File: config.mk
export PLATFORM = sky130hd
export DESIGN_NAME = rosc_top
export DESIGN_NICKNAME = d
export VERILOG_FILES = /design/src/core/rosc_pkg.sv /design/src/core/rosc_req_if.sv /design/src/core/rosc_cmd.sv /design/src/core/rosc_top.sv
export VERILOG_INCLUDE_DIRS = /design/src /design/src/core
export SDC_FILE = /design/constraint.sdc
export NUM_CORES = 1
export LEC_CHECK = 0
export BUFFER_PORTS_ARGS = -buffer_cell sky130_fd_sc_hd__buf_2
export CORE_ASPECT_RATIO = 1.2
export CORE_UTILIZATION = 35
export DETAILED_ROUTE_END_ITERATION = 16
export GPL_ROUTABILITY_DRIVEN = 0
export HOLD_SLACK_MARGIN = 0.02
export MAX_ROUTING_LAYER = met4
export PLACE_DENSITY_LB_ADDON = 0.15
export REMOVE_ABC_BUFFERS = 1
export SLEW_MARGIN = 30
export SYNTH_ARGS = -nofsm -noshare
export SYNTH_HDL_FRONTEND = slang
export SYNTH_SLANG_ARGS = --single-unit
File: constraint.sdc
create_clock -name mclk -period 2 [get_ports mclk]
set_input_delay 0.4 -clock mclk [delete_from_list [all_inputs] [get_ports mclk]]
set_output_delay 0.4 -clock mclk [all_outputs]
set_load 0.005 [all_outputs]
File: src/core/rosc_regs.svh
// Constants of the radio operating state controller.
`ifndef ROSC_REGS_SVH
`define ROSC_REGS_SVH

`define ROSC_CMD_W          3
`define ROSC_CMD_NOP        3'h0
`define ROSC_CMD_READY      3'h1
`define ROSC_CMD_LOCK       3'h2
`define ROSC_CMD_TX         3'h3
`define ROSC_CMD_RX         3'h4
`define ROSC_CMD_SLEEP      3'h5
`define ROSC_CMD_STANDBY    3'h6

`define ROSC_GPIO_N         4
`define ROSC_CFG_N          4
`define ROSC_CFG_AW         2
`define ROSC_CFG_DW         8
`define ROSC_CFG_RESET      8'h00

`define ROSC_CLK_PERIOD_NS  8
`define ROSC_LOCK_SETTLE_NS 64
`define ROSC_LOCK_SETTLE_CYC \
  ((`ROSC_LOCK_SETTLE_NS + `ROSC_CLK_PERIOD_NS - 1) / `ROSC_CLK_PERIOD_NS)
`define ROSC_CNT_W          4

`endif

File: src/core/rosc_pkg.sv
// Types of the radio operating state controller.
package rosc_pkg;

  typedef enum logic [2:0] {
    ST_SHUTDOWN,
    ST_READY,
    ST_LOCK,
    ST_TX,
    ST_RX,
    ST_SLEEP,
    ST_STANDBY
  } rosc_state_type;

  typedef struct packed {
    logic go_ready;
    logic go_lock;
    logic go_tx;
    logic go_rx;
    logic go_sleep;
    logic go_standby;
  } rosc_req_type;

endpackage

File: src/core/rosc_req_if.sv
// Decoded transition requests passed from the command decoder to the controller.
`timescale 1ns/100ps
interface rosc_req_if;
  import rosc_pkg::*;
  rosc_req_type req;
  modport dec (output req);
  modport ctl (input req);
endinterface

File: src/core/rosc_cmd.sv
// Serial command decoder that turns a command code into one registered request pulse.
`timescale 1ns/100ps
`include "rosc_regs.svh"
module rosc_cmd (
  input  wire logic                   mclk,
  input  wire logic                   rst,
  input  wire logic                   power_down_pin,
  input  wire logic                   cmd_valid,
  input  wire logic [`ROSC_CMD_W-1:0] cmd_code,
  rosc_req_if.dec                     req_bus
);
  import rosc_pkg::*;

  typedef struct packed {
    rosc_req_type req;
  } rosc_cmd_st_type;

  rosc_cmd_st_type st_q;
  rosc_cmd_st_type st_d;

  function automatic rosc_req_type decode(input logic [`ROSC_CMD_W-1:0] code);
    rosc_req_type r;
    r = '0;
    r.go_ready   = (code == `ROSC_CMD_READY);
    r.go_lock    = (code == `ROSC_CMD_LOCK);
    r.go_tx      = (code == `ROSC_CMD_TX);
    r.go_rx      = (code == `ROSC_CMD_RX);
    r.go_sleep   = (code == `ROSC_CMD_SLEEP);
    r.go_standby = (code == `ROSC_CMD_STANDBY);
    return r;
  endfunction

  // Commands are accepted only over the serial port and only while powered.
  always_comb begin
    st_d = '0;
    if (cmd_valid && !power_down_pin) begin
      st_d.req = decode(cmd_code);
    end
  end

  always_ff @(posedge mclk) begin
    if (rst) begin
      st_q <= '0;
    end else begin
      st_q <= st_d;
    end
  end

  assign req_bus.req = st_q.req;

endmodule

File: src/core/rosc_top.sv
// Operating state controller of a sub-1 GHz radio transceiver.
//
// Operation
// - Power on and off is done only by the dedicated power-down pin, all else goes by commands.
// - In shutdown every stored datum and setting is cleared, so power-up starts from defaults.
// - In shutdown all general-purpose and serial output enables are low, leaving pins floating.
// - Releasing the power-down pin brings the device to ready with the crystal reference on.
// - From ready the device may go to lock, which makes the local oscillator, then to TX or RX.
// - The device never passes directly between receive and transmit, always through lock.
// - One TX or RX command runs the whole sequence, including the lock step, by itself.
// - TX, RX and lock may return to ready, and ready may enter sleep.
// - Ready may enter standby, the lowest-current state short of shutdown.
// - Standby keeps buffer, status and configuration contents intact.
// - All transitions other than shutdown are made by this state machine on serial commands.
// - The power-down pin is active high: high holds shutdown, low lets the device run.
`timescale 1ns/100ps
`include "rosc_regs.svh"
module rosc_top (
  input  wire logic                    mclk,
  input  wire logic                    rst,
  input  wire logic                    power_down_pin,
  input  wire logic                    cmd_valid,
  input  wire logic [`ROSC_CMD_W-1:0]  cmd_code,
  input  wire logic                    cfg_we,
  input  wire logic [`ROSC_CFG_AW-1:0] cfg_addr,
  input  wire logic [`ROSC_CFG_DW-1:0] cfg_wdata,
  output rosc_pkg::rosc_state_type     op_state,
  output logic                         crystal_reference,
  output logic                         local_oscillator_signal,
  output logic [`ROSC_GPIO_N-1:0]      gpio_oe,
  output logic                         spi_miso_oe,
  output logic [`ROSC_CFG_DW-1:0]      cfg_rdata
);
  import rosc_pkg::*;

  ////////////////////////////////////////////////////////////////////////////////
  // State.

  typedef struct packed {
    rosc_state_type                                state;
    logic                                          pend_tx;
    logic                                          pend_rx;
    logic [`ROSC_CNT_W-1:0]                        cnt;
    logic                                          xo;
    logic                                          lo;
    logic [`ROSC_GPIO_N-1:0]                       gpio_oe;
    logic                                          miso_oe;
    logic [`ROSC_CFG_N-1:0][`ROSC_CFG_DW-1:0]      cfg;
    logic [`ROSC_CFG_DW-1:0]                       rdata;
  } rosc_top_st_type;

  localparam logic [`ROSC_CNT_W-1:0] SETTLE = `ROSC_CNT_W'(`ROSC_LOCK_SETTLE_CYC);

  rosc_top_st_type st_q;
  rosc_top_st_type st_d;
  rosc_req_type    rq;

  rosc_req_if req_bus ();

  rosc_cmd u_cmd (
    .mclk           (mclk),
    .rst            (rst),
    .power_down_pin (power_down_pin),
    .cmd_valid      (cmd_valid),
    .cmd_code       (cmd_code),
    .req_bus        (req_bus.dec)
  );

  assign rq = req_bus.req;

  function automatic logic is_active(input rosc_state_type s);
    return (s == ST_READY) || (s == ST_LOCK) || (s == ST_TX) || (s == ST_RX);
  endfunction

  function automatic logic has_lo(input rosc_state_type s);
    return (s == ST_LOCK) || (s == ST_TX) || (s == ST_RX);
  endfunction

  ////////////////////////////////////////////////////////////////////////////////
  // Next state.

  always_comb begin
    logic pt;
    logic pr;
    pt   = st_q.pend_tx;
    pr   = st_q.pend_rx;
    st_d = st_q;
    st_d.rdata = st_q.cfg[cfg_addr];
    // Contents are written only in active states, so standby and sleep keep them.
    if (cfg_we && is_active(st_q.state)) begin
      st_d.cfg[cfg_addr] = cfg_wdata;
    end
    if (st_q.cnt != '0) begin
      st_d.cnt = st_q.cnt - `ROSC_CNT_W'(1);
    end
    unique case (st_q.state)
      ST_SHUTDOWN: begin
        st_d.state = ST_READY;
      end
      ST_READY: begin
        if (rq.go_lock || rq.go_tx || rq.go_rx) begin
          st_d.state   = ST_LOCK;
          st_d.cnt     = SETTLE;
          st_d.pend_tx = rq.go_tx;
          st_d.pend_rx = rq.go_rx;
        end else if (rq.go_sleep) begin
          st_d.state = ST_SLEEP;
        end else if (rq.go_standby) begin
          st_d.state = ST_STANDBY;
        end
      end
      ST_LOCK: begin
        if (rq.go_tx) begin
          pt = 1'b1;
          pr = 1'b0;
        end else if (rq.go_rx) begin
          pt = 1'b0;
          pr = 1'b1;
        end
        st_d.pend_tx = pt;
        st_d.pend_rx = pr;
        if (rq.go_ready) begin
          st_d.state   = ST_READY;
          st_d.pend_tx = 1'b0;
          st_d.pend_rx = 1'b0;
        end else if (st_q.cnt == '0 && pt) begin
          st_d.state   = ST_TX;
          st_d.pend_tx = 1'b0;
        end else if (st_q.cnt == '0 && pr) begin
          st_d.state   = ST_RX;
          st_d.pend_rx = 1'b0;
        end
      end
      ST_TX, ST_RX: begin
        if (rq.go_ready) begin
          st_d.state = ST_READY;
        end else if (rq.go_lock || (rq.go_rx && st_q.state == ST_TX) ||
                     (rq.go_tx && st_q.state == ST_RX)) begin
          st_d.state   = ST_LOCK;
          st_d.cnt     = SETTLE;
          st_d.pend_tx = rq.go_tx;
          st_d.pend_rx = rq.go_rx;
        end
      end
      ST_SLEEP, ST_STANDBY: begin
        if (rq.go_ready) begin
          st_d.state = ST_READY;
        end
      end
      default: begin
        st_d.state = ST_READY;
      end
    endcase
    st_d.xo      = (st_d.state != ST_SHUTDOWN);
    st_d.lo      = has_lo(st_d.state);
    st_d.gpio_oe = {`ROSC_GPIO_N{st_d.state != ST_SHUTDOWN}};
    st_d.miso_oe = (st_d.state != ST_SHUTDOWN);
    // A high power-down pin overrides everything and wipes all contents.
    if (power_down_pin) begin
      st_d = '0;
    end
  end

  always_ff @(posedge mclk) begin
    if (rst) begin
      st_q <= '0;
    end else begin
      st_q <= st_d;
    end
  end

  assign op_state                = st_q.state;
  assign crystal_reference       = st_q.xo;
  assign local_oscillator_signal = st_q.lo;
  assign gpio_oe                 = st_q.gpio_oe;
  assign spi_miso_oe             = st_q.miso_oe;
  assign cfg_rdata               = st_q.rdata;

  ////////////////////////////////////////////////////////////////////////////////
  // Checks.

  a_pin_forces_down: assert property (@(posedge mclk) disable iff (rst)
    power_down_pin |=> (st_q.state == ST_SHUTDOWN) && !crystal_reference)
    else $error("power-down pin did not force shutdown");

  a_shutdown_hiz: assert property (@(posedge mclk) disable iff (rst)
    (st_q.state == ST_SHUTDOWN) |-> (gpio_oe == '0) && !spi_miso_oe)
    else $error("outputs enabled during shutdown");

  a_shutdown_clears: assert property (@(posedge mclk) disable iff (rst)
    $past(power_down_pin) |-> (st_q.cfg == '0) && (cfg_rdata == '0))
    else $error("contents survived shutdown");

  a_wake_ready: assert property (@(posedge mclk) disable iff (rst)
    !rst && (st_q.state == ST_SHUTDOWN) && !power_down_pin
    |=> (st_q.state == ST_READY) && crystal_reference && spi_miso_oe)
    else $error("release did not reach ready");

  a_no_direct_swap: assert property (@(posedge mclk) disable iff (rst)
    ((st_q.state == ST_TX) |=> (st_q.state != ST_RX)) and
    ((st_q.state == ST_RX) |=> (st_q.state != ST_TX)))
    else $error("direct switch between receive and transmit");

  a_radio_via_lock: assert property (@(posedge mclk) disable iff (rst)
    $rose(local_oscillator_signal) |-> (st_q.state == ST_LOCK) && ($past(st_q.state) == ST_READY))
    else $error("oscillator started outside lock");

  a_auto_sequence: assert property (@(posedge mclk) disable iff (rst)
    (st_q.state == ST_READY) && rq.go_tx && !power_down_pin ##1
    (!power_down_pin && rq == '0) [*8] ##1 (!power_down_pin && rq == '0)
    |=> (st_q.state == ST_TX))
    else $error("single command did not reach transmit");

  a_back_to_ready: assert property (@(posedge mclk) disable iff (rst)
    has_lo(st_q.state) && rq.go_ready && !power_down_pin |=> (st_q.state == ST_READY))
    else $error("ready command not obeyed");

  a_standby_entry: assert property (@(posedge mclk) disable iff (rst)
    (st_q.state == ST_READY) && rq == 6'h01 && !power_down_pin |=> (st_q.state == ST_STANDBY))
    else $error("standby not entered from ready");

  a_standby_keeps: assert property (@(posedge mclk) disable iff (rst)
    (st_q.state == ST_STANDBY) && !power_down_pin |=> $stable(st_q.cfg))
    else $error("standby lost contents");

  a_only_commands: assert property (@(posedge mclk) disable iff (rst)
    is_active(st_q.state) && rq == '0 && !st_q.pend_tx && !st_q.pend_rx && !power_down_pin
    |=> $stable(st_q.state))
    else $error("state moved without a command");

  a_illegal_ignored: assert property (@(posedge mclk) disable iff (rst)
    (st_q.state == ST_SLEEP) && !rq.go_ready && !power_down_pin |=> (st_q.state == ST_SLEEP))
    else $error("illegal command changed sleep state");

endmodule

==> results.yml <==
power:
  leakage_nw: 1.20
  power-per-cell-area_nw_per_um2: 811
  swShare: 0.234
  p_int_mw: 1.93
  peakVddDrop_mv: 0.498
  combPwrFrac: 0.066
  power.switching_mw: 0.590
  seqPwrFrac: 0.457
  total_power_mw: 2.52
  power.share.clock: 0.477
critical_path:
  ff2ff_setup_slack_ps: 3
  crit_required_ps: 2220
  cp.arrival_ps: 2220
  path_delay_family: "simple AND/OR/NAND/NOR gates"
  critical_path_class: "reg2reg"
  cp_cell_sequence: "inv_1 > ha_1 > or3b_4 > or3_4 > nor4b_4 > nor4_1 > mux2_2"
  critPathSlowestCell: "or3b_4"
  path_max_fanout: 3
  start_kind: "register"
  critPathMaxStageDelay_ps: 390
  path_buf_inv: 1
  worstSetupEndpointType: "register"
finish:
  mostFrequentLayoutCell: "dfxtp_1"
  layout_common_cells: "57 x dfxtp_1, 36 x nand3_1, 35 x buf_2"
  multi_input_area_sq_um: 1280
  seq_area_sq_um: 1140
  final_cells: 416
  area_delta_synth_final_pct: 17.7
  utilization: 0.427
  n_antenna_cell: 0
  drive_above_1_share: 0.264
  final_nets: 340
  fill_cells: 740
floorplanning:
  design.die.area_sq_um: 7900
  num_rows: 34
  coreArea_sq_um: 7270
  io-pin-count: 36
  die_w_um: 81.3
  fp.dieH_um: 97.2
  start_util: 0.363
synthesis:
  ys_ff_latch: 57
  yosysWarningCount: 0
  netlist_area_sq_um: 2640
  ys.flop_type: "dfxtp_1"
  async_flop_share: 0
  ys_types: 51
  syn_inst: 292
  yosysSeqAreaShare: 0.432
  avgSynthCellArea_sq_um: 9.05
  synth_edf_count: 0
sta:
  skew_ps: 7.43
  setup_viol: 0
  maxSlewViolCount: 0
  rsz0062_at_grt: "true"
  max_freq_mhz: 501
  fin_hold_ws_ps: 275
  fin_crit_sh: 0.998
  finalHoldViolations: 0
  finalSetupTns_ps: 0
  min_period_ps: 2000
  tightestPinTransition_ps: 665
  relSlewSlack: 0.556
clock_tree:
  numClockSinks: 57
  clk_pin_slew_ps: 70
  cts_buffers: 9
  clock-root-buffer: "clkbuf_8"
  htreeDepth: 3
  cts_tree: "done"
  clk_latency_ps: 330
  clk_path_buf_depth: 2
  cts_hold_buf: 0
route:
  vias: 2124
  postRouteAntennaNets: 0
  drc_errors: 0
  wl_per_cell_um: 13.3
  drt_iter0_drc: 76
  vias_per_cell: 5.11
  wirelength_um: 5540
  drt_first_pass_iters: 4
grt:
  antenna_found_initial: 0
  grt_max_degree: 59
  overflow: 0
  grt_pass1_wl_um: 9320
  grt_pass1_vias: 1974
  track_usage: 0.161
run_status:
  outcome: "completed"
place:
  dp_hpwl_um: 3920
  dp_cells: 400
  io_buffer_count: 35
worst_hold_path:
  hold_class: "in2reg"
flow_run:
  cap_violations: 0
[layout make-up]
type,instances,share of cell area
Sequential cell,57,0.367
Clock inverter,7,0.0326
Tap cell,90,0.0362
Inverter,6,0.00724
Clock buffer,9,0.0398
Multi-Input combinational cell,194,0.413
Timing Repair Buffer,53,0.104
[repair_timing]
item	4_1_cts	5_1_grt
pin swaps	0	0
setup buffers	0	0
endpoints found under the setup margin	1	1
resized for setup	1	0
[worst paths after layout]
check              start                       to  depth (start not counted)
max             st_q[47]  local_oscillator_signal                          7
min          cmd_code[2]     u_cmd.req_bus.req[4]                          2
max reg2reg     st_q[47]  local_oscillator_signal                          7
min reg2reg     st_q[14]                 st_q[14]                          2
[logic make-up after synthesis]
family / after synthesis / synth area share
xor gates and xnor gates: 2 / 0.00663
DFF: 57 / 0.432
adders and majority gates: 1 / 0.00474
buffers and inverters: 41 / 0.0848
and+or+nand+nor: 119 / 0.243
AOI/OAI and AO/OA: 61 / 0.148
muxes: 11 / 0.0805
[layer usage]
metal  vias to the layer above  wire length (um)  GRT usage  part of all wire
li1                       1089                 -          -                 -
met1                       988              2580      0.190              0.46
met2                        37              2620      0.252              0.47
met3                        10               225     0.0507             0.041
met4                         0               118     0.0618             0.021
met5                         -                 0          -                 0
[state kept, by name, indices dropped and copies added (netlist names)]
name / count
local_oscillator_signal: 1
op_state: 3
cfg_rdata: 8
spi_miso_oe: 1
st_q: 38
u_cmd.req_bus.req: 6
[through the flow]
stage / setup WS [ps] / instance area (sq um)
2_1_floorplan: -44.1 / 2440
3_3_place_gp: 40.2 / 2880
3_5_place_dp: 0.573 / 2880
4_1_cts: -4.52 / 3100
5_1_grt: -93.2 / 3110
6_report: 3.19 / 3110
[synth_stat cells (all sizes together), types with 2 or more instances]
library cell / count / area, sq um
a211oi: 2 / 15.0
a21oi: 6 / 30.0
a32oi: 3 / 26.3
and2: 9 / 56.3
and3: 2 / 12.5
buf: 20 / 145
clkbuf: 15 / 56.3
dfxtp: 57 / 1140
inv: 6 / 22.5
mux2: 2 / 22.5
mux4: 8 / 180
nand2: 21 / 78.8
nand2b: 4 / 25.0
nand3: 36 / 180
nand3b: 3 / 22.5
nor2: 16 / 60.1
nor2b: 5 / 31.3
nor3: 7 / 35.0
nor3b: 3 / 27.5
nor4: 2 / 12.5
nor4b: 2 / 32.5
o211ai: 3 / 22.5
o21ai: 36 / 180
or2: 3 / 18.8
or3: 3 / 23.8
or3b: 2 / 17.5
[worst reg2reg max path, stage by stage, from the launching register on]
cell and delay (ps):
dfxtp_1 310, inv_1 50, ha_1 150, or3b_4 390
or3_4 390, nor4b_4 250, nor4_1 80, mux2_2 260
[power groups by stage]
stage,sequential (mW),clock [mW],combinational [mW]
after floorplan,1.18,0,0.0744
after global placement,1.18,0,0.165
after detailed placement,1.18,0,0.165
after CTS,1.15,1.25,0.167
after global routing,1.15,1.30,0.186
final,1.15,1.20,0.166
Power figures use the tool's default switching activity.
